===== config.mk =====
export PLATFORM = sky130hd
export DESIGN_NAME = ecsr_host
export DESIGN_NICKNAME = d
export VERILOG_FILES = /design/src/design/ecsr_pkg.sv /design/src/design/ecsr_timer.sv /design/src/design/ecsr_host.sv
export SDC_FILE = /design/constraint.sdc
export NUM_CORES = 1
export LEC_CHECK = 0
export ABC_AREA = 1
export BUFFER_PORTS_ARGS = -buffer_cell sky130_fd_sc_hd__clkbuf_2
export CAP_MARGIN = 20
export CORE_ASPECT_RATIO = 0.8
export CORE_UTILIZATION = 50
export DETAILED_ROUTE_END_ITERATION = 10
export PLACE_DENSITY = 0.81
export SETUP_SLACK_MARGIN = 0.1
export SLEW_MARGIN = 20
export SYNTH_ARGS = -nofsm -noshare
export SYNTH_HDL_FRONTEND = slang
export SYNTH_SLANG_ARGS = --single-unit

===== constraint.sdc =====
create_clock -name i_sys_clk -period 3.1 [get_ports i_sys_clk]
set_input_delay 0.465 -clock i_sys_clk [delete_from_list [all_inputs] [get_ports i_sys_clk]]
set_output_delay 0.465 -clock i_sys_clk [all_outputs]
set_load 0.01 [all_outputs]

===== src/design/ecsr_pkg.sv =====
// package of constants, states and carriers for the memory-side host controller
package ecsr_pkg;

  // array organisation
  localparam int ADDR_W = 16;                    // word address width
  localparam int DATA_W = 16;                    // word width, two byte lanes
  localparam int LANES  = 2;                     // byte lanes
  localparam int CNT_W  = 4;                     // phase timer width

  // clock and documented times, in ns
  localparam int CLK_NS         = 5;             // 200 MHz system clock
  localparam int T_RC_NS        = 45;            // read_cycle_period, least
  localparam int T_AA_NS        = 45;            // addr_to_data_delay, most
  localparam int T_WP_NS        = 35;            // write pulse width, least
  localparam int T_OHZ_NS       = 15;            // output disable to high-z, most
  localparam int T_WHZ_NS       = 15;            // write to output high-z, most

  // cycle counts; every host wait rounds up so the device figure is met
  localparam int RC_CYC   = (T_RC_NS + CLK_NS - 1) / CLK_NS;
  localparam int AA_CYC   = (T_AA_NS + CLK_NS - 1) / CLK_NS;
  localparam int WP_CYC   = (T_WP_NS + CLK_NS - 1) / CLK_NS;
  localparam int TURN_CYC = (((T_OHZ_NS > T_WHZ_NS) ? T_OHZ_NS : T_WHZ_NS)
                             + CLK_NS - 1) / CLK_NS;
  localparam int HOLD_CYC = 1;                   // data hold and write recovery
  localparam int REST_CYC = 1;                   // deselect gap between accesses

  // controller states
  typedef enum logic [2:0] {
    ST_IDLE    = 3'b000,
    ST_RD_WAIT = 3'b001,
    ST_WR_TURN = 3'b010,
    ST_WR_PULS = 3'b011,
    ST_WR_HOLD = 3'b100,
    ST_REST    = 3'b101,
    ST_RETAIN  = 3'b110,
    ST_WAKE    = 3'b111
  } ecsr_state_e;

  // user request
  typedef struct packed {
    logic                  write;                // 1 write, 0 read
    logic [ADDR_W-1:0]     addr;                 // word address
    logic [DATA_W-1:0]     wdata;                // write data
    logic [LANES-1:0]      lane_n;               // lane selects, bit0 low lane, active low
  } ecsr_req_s;

  // control pins toward the memory, all active low
  typedef struct packed {
    logic                  chip_sel_n;           // chip select
    logic                  write_en_n;           // write strobe
    logic                  out_en_n;             // output enable
    logic                  high_byte_sel_n;      // lane for data_lines 15..8
    logic                  low_byte_sel_n;       // lane for data_lines 7..0
  } ecsr_ctl_s;

  localparam ecsr_ctl_s CTL_IDLE = 5'h1f;        // everything deasserted

endpackage


===== src/design/ecsr_timer.sv =====
// down counter that times one controller phase
`timescale 1ns/1ps
module ecsr_timer (
  input  wire logic                     i_sys_clk, // system clock
  input  wire logic                     i_rst,     // synchronous reset, high
  input  wire logic                     i_load,    // start a new phase
  input  wire logic [ecsr_pkg::CNT_W-1:0] i_len,   // phase length minus one
  output logic                          o_done     // last cycle of the phase
);
  import ecsr_pkg::*;

  logic [CNT_W-1:0] cnt;                         // cycles left in the phase

  // reload on phase entry, otherwise count down and rest at zero
  always_ff @(posedge i_sys_clk) begin
    if (i_rst) begin
      cnt <= '0;
    end else if (i_load) begin
      cnt <= i_len;
    end else if (cnt != '0) begin
      cnt <= cnt - 4'h1;
    end
  end

  assign o_done = (cnt == '0);                   // zero marks the final cycle

endmodule // ecsr_timer


===== src/design/ecsr_host.sv =====
// host controller driving a 64k x 16 asynchronous static memory
`timescale 1ns/1ps
module ecsr_host (
  input  wire logic                          i_sys_clk,         // system clock, 200 MHz
  input  wire logic                          i_rst,             // synchronous reset, high
  input  wire logic                          i_req_valid,       // request offered
  input  wire ecsr_pkg::ecsr_req_s           i_req,             // request contents
  output logic                               o_req_ready,       // request taken when high
  output logic                               o_rsp_valid,       // one-cycle completion pulse
  output logic [ecsr_pkg::DATA_W-1:0]        o_rsp_rdata,       // read data, held
  input  wire logic                          i_retain_req,      // hold memory in retention
  output logic                               o_retained,        // memory deselected for retention
  output logic [ecsr_pkg::ADDR_W-1:0]        o_word_addr_lines, // word address pins
  output ecsr_pkg::ecsr_ctl_s                o_ctl,             // control pins, active low
  input  wire logic [ecsr_pkg::DATA_W-1:0]   i_data_lines,      // data pins as read
  output logic [ecsr_pkg::DATA_W-1:0]        o_data_lines,      // data pins as driven
  output logic [ecsr_pkg::LANES-1:0]         o_data_lines_oe_n  // per lane, low drives
);
  import ecsr_pkg::*;

  // phase length, minus one, for the state being entered
  function automatic logic [CNT_W-1:0] phase_len(input ecsr_state_e st);
    case (st)
      ST_RD_WAIT: phase_len = CNT_W'(AA_CYC - 1);
      ST_WR_TURN: phase_len = CNT_W'(TURN_CYC - 1);
      ST_WR_PULS: phase_len = CNT_W'(WP_CYC - 1);
      ST_WR_HOLD: phase_len = CNT_W'(HOLD_CYC - 1);
      ST_WAKE:    phase_len = CNT_W'(RC_CYC - 1);
      default:    phase_len = CNT_W'(REST_CYC - 1);
    endcase
  endfunction

  ecsr_state_e       state;                      // current phase
  ecsr_state_e       next_state;                 // phase after this edge
  ecsr_req_s         cur;                        // request being served
  logic              phase_done;                 // timer at last cycle
  logic              take;                       // request accepted this cycle
  logic              rd_end;                     // read phase ends this cycle
  logic              wr_end;                     // write hold ends this cycle
  ecsr_ctl_s         next_ctl;                   // control pins for next phase
  logic              next_drive;                 // host drives data next phase
  logic              sel_on;                     // chip selected next, lanes per request

  assign take   = (state == ST_IDLE) && i_req_valid && o_req_ready;
  assign rd_end = (state == ST_RD_WAIT) && phase_done;
  assign wr_end = (state == ST_WR_HOLD) && phase_done;

  // retention may be entered only from idle, so no access is cut short
  assign o_req_ready = (state == ST_IDLE) && !i_retain_req;

  // next phase; each timed phase leaves only when its timer expires
  always_comb begin
    next_state = state;
    case (state)
      ST_IDLE: begin
        if (i_retain_req) begin
          next_state = ST_RETAIN;
        end else if (i_req_valid) begin
          next_state = i_req.write ? ST_WR_TURN : ST_RD_WAIT;
        end
      end
      ST_RD_WAIT: begin
        if (phase_done) next_state = ST_REST;
      end
      ST_WR_TURN: begin
        if (phase_done) next_state = ST_WR_PULS;
      end
      ST_WR_PULS: begin
        if (phase_done) next_state = ST_WR_HOLD;
      end
      ST_WR_HOLD: begin
        if (phase_done) next_state = ST_REST;
      end
      ST_REST: begin
        if (phase_done) next_state = ST_IDLE;
      end
      ST_RETAIN: begin
        if (!i_retain_req) next_state = ST_WAKE;
      end
      ST_WAKE: begin
        if (phase_done) next_state = ST_IDLE;
      end
      default: next_state = ST_IDLE;
    endcase
  end

  // one timer serves every phase; reloaded on each change of state
  ecsr_timer u_timer (
    .i_sys_clk (i_sys_clk),
    .i_rst     (i_rst),
    .i_load    (next_state != state),
    .i_len     (phase_len(next_state)),
    .o_done    (phase_done)
  );

  // pin levels for the phase about to start; registered below
  assign sel_on = (next_state == ST_RD_WAIT) || (next_state == ST_WR_TURN) ||
                  (next_state == ST_WR_PULS) || (next_state == ST_WR_HOLD);
  always_comb begin
    next_ctl = CTL_IDLE;                         // idle, rest, retention: deselected
    if (sel_on) begin
      next_ctl.chip_sel_n = 1'b0;
      // each lane select follows its own request bit
      next_ctl.low_byte_sel_n  = take ? i_req.lane_n[0] : cur.lane_n[0];
      next_ctl.high_byte_sel_n = take ? i_req.lane_n[1] : cur.lane_n[1];
    end
    // reads alone lower output enable; the write strobe stays high
    next_ctl.out_en_n   = !(next_state == ST_RD_WAIT);
    // strobe falls only after select has been low a turnaround span,
    // so memory outputs are already off when the host drives
    next_ctl.write_en_n = !(next_state == ST_WR_PULS);
  end

  // data stays driven through the strobe and one hold cycle after it
  assign next_drive = (next_state == ST_WR_PULS) || (next_state == ST_WR_HOLD);

  // state, captured request and registered pins
  always_ff @(posedge i_sys_clk) begin
    if (i_rst) begin
      state             <= ST_IDLE;
      cur               <= '0;
      o_word_addr_lines <= '0;
      o_ctl             <= CTL_IDLE;
      o_data_lines      <= '0;
      o_data_lines_oe_n <= '1;
    end else begin
      state <= next_state;
      o_ctl <= next_ctl;
      if (take) begin
        cur               <= i_req;
        // address settles at the same edge that selects go low
        o_word_addr_lines <= i_req.addr;
        o_data_lines      <= i_req.wdata;
      end
      // unselected lanes are never driven
      o_data_lines_oe_n <= next_drive ? cur.lane_n : 2'h3;
    end
  end

  // completion and read capture; data is sampled at the last cycle of the
  // full access delay
  always_ff @(posedge i_sys_clk) begin
    if (i_rst) begin
      o_rsp_valid <= 1'b0;
      o_rsp_rdata <= '0;
      o_retained  <= 1'b0;
    end else begin
      o_rsp_valid <= rd_end || wr_end;
      if (rd_end) begin
        o_rsp_rdata <= i_data_lines;
      end
      o_retained <= (next_state == ST_RETAIN) || (next_state == ST_WAKE);
    end
  end

  // helper counters for the assertions
  // each one saturates, so a long idle spell never wraps into a false match
  logic [CNT_W-1:0] rd_run;                      // cycles of stable read select
  logic [CNT_W-1:0] oe_off;                      // cycles since output enable high
  logic [CNT_W-1:0] since_wake;                  // cycles since retention released

  always_ff @(posedge i_sys_clk) begin
    if (i_rst) begin
      rd_run     <= '0;
      oe_off     <= '1;
      since_wake <= '1;
    end else begin
      rd_run <= (!o_ctl.chip_sel_n && !o_ctl.out_en_n && rd_run != '1)
                ? rd_run + 4'h1 : ((o_ctl.out_en_n) ? '0 : rd_run);
      oe_off <= !o_ctl.out_en_n ? '0 : ((oe_off != '1) ? oe_off + 4'h1 : oe_off);
      since_wake <= (state == ST_RETAIN) ? '0
                    : ((since_wake != '1) ? since_wake + 4'h1 : since_wake);
    end
  end

  a_read_strobe_high: assert property (@(posedge i_sys_clk) disable iff (i_rst)
    !o_ctl.out_en_n |-> o_ctl.write_en_n && o_data_lines_oe_n == 2'h3)
    else $error("write strobe or host drive during a read");

  a_read_full_delay: assert property (@(posedge i_sys_clk) disable iff (i_rst)
    rd_end |-> rd_run == CNT_W'(AA_CYC - 1) && !o_ctl.out_en_n)
    else $error("read data taken before the address delay");

  a_read_addr_stable: assert property (@(posedge i_sys_clk) disable iff (i_rst)
    !o_ctl.chip_sel_n && !$past(o_ctl.chip_sel_n) |-> $stable(o_word_addr_lines))
    else $error("address moved while selected");

  a_drive_after_off: assert property (@(posedge i_sys_clk) disable iff (i_rst)
    o_data_lines_oe_n != 2'h3 |-> oe_off >= CNT_W'(TURN_CYC) && o_ctl.out_en_n)
    else $error("host drove data before memory outputs turned off");

  a_strobe_after_sel: assert property (@(posedge i_sys_clk) disable iff (i_rst)
    $fell(o_ctl.write_en_n) |-> !$past(o_ctl.chip_sel_n, 3) && !o_ctl.chip_sel_n)
    else $error("write strobe fell without prior select");

  a_wake_recovery: assert property (@(posedge i_sys_clk) disable iff (i_rst)
    $fell(o_ctl.chip_sel_n) && since_wake != '1 |-> since_wake >= CNT_W'(RC_CYC))
    else $error("access started too soon after retention");

  a_lane_gating: assert property (@(posedge i_sys_clk) disable iff (i_rst)
    !o_data_lines_oe_n[0] |-> !o_ctl.low_byte_sel_n && !o_ctl.chip_sel_n)
    else $error("low lane driven without its select");

  a_pulse_width: assert property (@(posedge i_sys_clk) disable iff (i_rst)
    $fell(o_ctl.write_en_n) |-> !o_ctl.write_en_n [*7] ##1 o_ctl.write_en_n)
    else $error("write strobe width wrong");

endmodule // ecsr_host


==> results.md, run 1 <==
* H-tree depth at 3
* Final setup viols at 0
* Combinational power share at 38.1%
* PortBufs at 112
* Vias in the first global route at 2257
* CTS clk-pin slew, worst paths at 0.07 ns
* Num rows at 23
* Pin count of the biggest net entering global routing at 42
* DR DRC count at 0
* Internal power at 2.03 mW
* CP Max Fanout at 37
* Gr ovfl total at 0
* R2R cell count at 7
* Final WL at 5990 microns
* # hold bufs at CTS at 0
* Setup_tns at 0 ns
* Die width at 82.4 microns
* CP required at 3.36 ns
* Sw Ratio at 37.7%
* Synthesized instance count at 337
* Max_cap viols at 0
* Max Clock Skew at 0.00684 ns
* Min Tclk post-route at 2.21 ns
* Outcome: completed
* Rel. slew slack at 55.4%
* Critical Path Start Type: flip-flop
* Core footprint at 4980 sq um
* Async SR Flop Fraction at 0%
* Clock network fraction of total power at 27.0%
* Sw Pwr at 1.23 mW
* Initial Util at 51.9%
* GRT Util Overall at 22.7%
* CTS tree: done
* Register area share after synthesis at 51.1%
* Fmax at 0.452 GHz
* Synthesized net count at 393
* First-pass GRT wire length at 9200 microns
* PD cells at 956 nW/um^2
* Initial drt markers at 133
* Post CTS Setup Buffer Count at 0
* Area delta synth->final at 32.1%
* Final period util at 71.4%
* Max VDD drop at 0.000511 V
* Share of cells above drive strength 1 at 34.4%
* Yosys reg bits at 66
* Final ANT Viol Nets at 0
* Post-CTS sizing at 0
* Leak at 1.66 nW
* Placed cell area at 3160 sq um
* Setup Crit Path Kind: flip-flop to flip-flop
* Synth Cell Area at 2580 sq um
* Routed wl met3 at 420 microns
* Drt pass-1 iters at 5
* M1 wire length at 2620 microns
* Post-synth EDFFs at 0
* Initial antenna violation count at 0
* Worst hold slack at 0.353 ns
* WL per Instance at 11.7 microns
* Commonest non-fill, non-tap cell in the layout: clkbuf_2
* Area of the die at 5460 sq um
* Inserted Clock Buffers at 9
* DR top layer: met4
* Final instance area at 3410 sq um
* Sequential cell fraction of total power at 34.9%
* Met2 wire length at 2740 microns
* Most frequent cells in the layout: 112 x clkbuf_2, 88 x nand2_1, 66 x dfxtp_1
* Main synth FF type: dfxtp_1
* CTS root buf: clkbuf_8
* Final Total Pwr at 3.26 mW
* Clock sink count at 66
* Netlist cell types at 30
* Avg Synthesized Cell Area at 7.67 sq um
* Detailed Place HPWL at 4150 microns
* # nets final at 502
* Hold Crit Class: primary input to flip-flop
* Top Ports at 113
* Final GP Congestion at 0.805
* # diodes at 0
* Post-DR vias/cell at 4.95
* Final hold vios at 0
* WHS Path Cells at 3
* Filler cell count at 396
* Crit. End Element: flip-flop
* Die height at 66.3 microns
* Worst skew pair latency at 0.33 ns
* Total vias in the final route at 2537
* Ys Warns at 0
* Worst slew pin tran at 0.666 ns
* CTS max path bufs at 2
* CP arrival at 2.47 ns
* RSZ-0062 raised after global routing: no
* Pins Over Slew Limit at 0
[worst max-delay path, cell delays in order (launching register included)]
cell,delay (ns)
dfxtp_1,0.42
nor2_2,0.21
nand3_2,0.11
inv_1,0.10
nand2_2,0.39
inv_2,0.58
nand2_1,0.14
a21oi_1,0.18
[per-stage QoR]
stage	utilization, %	worst slack [ns]	instances
final	68.5	0.886	513
after global routing	68.5	0.718	513
after CTS	68.5	0.869	513
after detailed placement	63.5	0.961	497
after global placement	63.5	1.01	497
after floorplan	-	1.55	337
[synth_stat cells (2+ instances only)]
library cell,n,share of area [%]
a21oi_1,32,6.2
dfxtp_1,66,51
a21oi_2,2,0.68
nand4_1,5,1.2
nand2_2,4,0.97
nand2_4,2,0.87
nor2_1,49,7.1
nor3_1,2,0.39
buf_2,7,1.4
nor2_2,4,0.97
nand3_1,11,2.1
o21ai_1,3,0.58
clkbuf_1,8,1.2
inv_2,5,0.73
nand3_2,3,1.2
inv_1,14,2.0
nand2_1,88,13
o21ai_0,20,3.9
[kinds of logic after synthesis]
kind of cell               Yosys count  share of synthesized area, %
AOI/OAI and AO/OA                   59                          12.0
xor gates and xnor gates             2                         0.678
adders and majority gates            1                         0.484
buffers and inverters               36                          5.96
DFF                                 66                          51.1
and+or+nand+nor                    173                          29.8
[worst paths after layout]
check | start | endpoint | slack, ns
hold / removal | i_data_lines[0] | o_rsp_rdata[0] | 0.35
hold reg to reg | cur[1] | o_data_lines_oe_n[1] | 0.44
setup / recovery | state[0] | o_data_lines[11] | 0.89
setup reg to reg | state[0] | o_data_lines[11] | 0.89
[power groups by stage]
stage	clock network (mW)	registers, mW	logic [mW]
after floorplan	0	1.19	0.866
after global placement	0	1.15	1.21
after detailed placement	0	1.15	1.24
after CTS	0.889	1.14	1.24
after global routing	0.931	1.16	1.40
final	0.881	1.14	1.24
[registers in the layout, summed over array words and instances, names as in the netlist]
signal,cells
cur,2
o_ctl,5
o_data_lines,16
o_data_lines_oe_n,2
o_retained,1
o_rsp_rdata,16
o_rsp_valid,1
o_word_addr_lines,16
state,3
u_timer.cnt,4
[cell type report]
cell class / instances / area (sq um) / share of cell area, %
well taps: 62 / 77.6 / 2.27
multi-input cells: 235 / 1110 / 32.5
inverters: 20 / 77.6 / 2.27
clock inverters: 6 / 114 / 3.34
repair buffers: 114 / 576 / 16.9
flip-flops and latches: 66 / 1320 / 38.7
clock buffers: 10 / 138 / 4.03
[routing by layer]
| layer | track usage [%] | up-vias |
|---|---|---|
| li1 | - | 1298 |
| met1 | 25.1 | 1118 |
| met2 | 36.5 | 101 |
| met3 | 9.52 | 20 |
| met4 | 12.7 | 0 |
| met5 | 0 | - |
Note: power is estimated with default switching activity, not from simulation.
==> inputs of run 2 (changes only) <==
Settings changed: CORE_UTILIZATION 50 to 42, PLACE_DENSITY 0.81 to 0.72.
Clock period 3.1 ns to 1.75 ns, I/O delays scaled along.
==> run 2 against run 1 <==
Routed wire length grew 5.9%. Clock power rose by 62%. Final area rose by 4.5%. Non-clock buffer count increased by 6. Critical path type unchanged. Largest power group unchanged. Highest routed layer unchanged.
==> results.md, run 2 (synthesis gave the netlist of run 1 again) <==
* Area delta synth->final at 38.1%
* Placed cell area at 3230 sq um
* Initial Util at 43.7%
* # diodes at 0
* Sequential cell fraction of total power at 33.7%
* CP arrival at 1.87 ns
* Core footprint at 5910 sq um
* Initial antenna violation count at 0
* Top Registers: o_data_lines: 16 flops, o_rsp_rdata: 16 flops, o_word_addr_lines: 16 flops
* Sw Pwr at 2.35 mW
* CTS root buf: clkbuf_8
* Top Ports at 113
* Critical Path Start Type: flip-flop
* Inserted Clock Buffers at 9
* GRT Util Overall at 19.7%
* Share of cells above drive strength 1 at 39.4%
* # nets final at 508
* CTS tree: done
* Leak at 1.71 nW
* CTS max path bufs at 2
* WL per Instance at 11.8 microns
* Rel. slew slack at 64.0%
* Final Core Density at 60.3%
* # hold bufs at CTS at 0
* DR DRC count at 0
* Pins Over Slew Limit at 0
* PortBufs at 112
* Combinational power share at 42.4%
* First-pass GRT wire length at 9690 microns
* Num rows at 25
* RSZ-0062 raised after global routing: yes
* Die height at 72.2 microns
* Outcome: completed
* Max_cap viols at 0
* Internal power at 3.64 mW
* Pin count of the biggest net entering global routing at 34
* Max Clock Skew at 0.00806 ns
* Gr ovfl total at 0
* Die width at 89.7 microns
* Clock network fraction of total power at 23.8%
* Final WL at 6340 microns
* Initial drt markers at 127
* Clock sink count at 66
* H-tree depth at 3
* Max VDD drop at 0.00104 V
* Detailed Place HPWL at 4440 microns
* Setup Crit Path Kind: flip-flop to flip-flop
* Fmax at 0.626 GHz
* PD cells at 1680 nW/um^2
* Final hold vios at 0
* Post-DR vias/cell at 4.65
* Setup_tns at 0 ns
* Crit. End Element: flip-flop
* Worst skew pair latency at 0.34 ns
* Commonest non-fill, non-tap cell in the layout: clkbuf_2
* Hold Crit Class: primary input to flip-flop
* Worst slew pin tran at 0.539 ns
* Most frequent cells in the layout: 112 x clkbuf_2, 83 x nand2_1, 61 x dfxtp_1
* CP Max Fanout at 6
* Placement Setup Slack at 0.0141 ns
* Vias in the first global route at 2142
* Min Tclk post-route at 1.60 ns
* PnR worst setup slack at 0.153 ns
* Final instance area at 3570 sq um
* Sw Ratio at 39.2%
* Drt pass-1 iters at 4
* Area of the die at 6470 sq um
* CTS clk-pin slew, worst paths at 0.07 ns
* Total vias in the final route at 2501
* Final setup viols at 0
* Final period util at 91.2%
* Final ANT Viol Nets at 0
* Final GP Congestion at 0.813
* Worst hold slack at 0.146 ns
* CP required at 2.02 ns
## run 2: critical path, stage by stage (launching register included)
cell	delay [ns]
dfxtp_2	0.35
inv_2	0.06
ha_4	0.18
nand2_8	0.10
nand2_2	0.05
nand2_2	0.08
nand4_4	0.14
nand2_2	0.12
nand3_4	0.09
or2_1	0.25
a21oi_2	0.11
## run 2: per-stage QoR
stage | total power [mW] | cells
2_1_floorplan | 3.65 | 337
3_3_place_gp | 4.25 | 520
3_5_place_dp | 4.29 | 520
4_1_cts | 5.77 | 536
5_1_grt | 6.41 | 538
6_report | 5.98 | 538
## run 2: worst paths after layout
check,end,slack [ns],from,cells after the start
hold reg to reg,o_data_lines_oe_n[1],0.46,cur[1],2
setup / recovery,u_timer.cnt[2],0.15,u_timer.cnt[0],10
setup reg to reg,u_timer.cnt[2],0.15,u_timer.cnt[0],10
hold / removal,o_word_addr_lines[7],0.15,i_req[25],3
## run 2: routing by layer
layer  vias up  GRT usage (%)  wire (microns)
met5         -              0               0
met4         0           7.94             107
met3        10           8.19             476
met2        76           30.6            2920
met1      1109           24.1            2830
li1       1306              -               -
## run 2: repair_timing
item                       in CTS  in global routing
pin swaps                       0                  5
gates resized for setup         5                 22
setup buffers                   0                  2
setup endpoints to repair      10                 40
## run 2: cell type report
cell class	count	area [sq um]
Multi-Input combinational cell	235	1190
Inverter	20	80.1
Clock inverter	6	90.1
Sequential cell	66	1330
Tap cell	81	101
Clock buffer	10	138
Fill cell	513	2340
Timing Repair Buffer	120	637
## run 2: power groups by stage
stage,Clock [mW],Sequential (mW),Combinational (mW)
4_1_cts,1.46,2.00,2.31
2_1_floorplan,0,2.12,1.53
6_report,1.43,2.02,2.54
5_1_grt,1.52,2.06,2.83
3_3_place_gp,0,2.02,2.23
3_5_place_dp,0,2.03,2.26
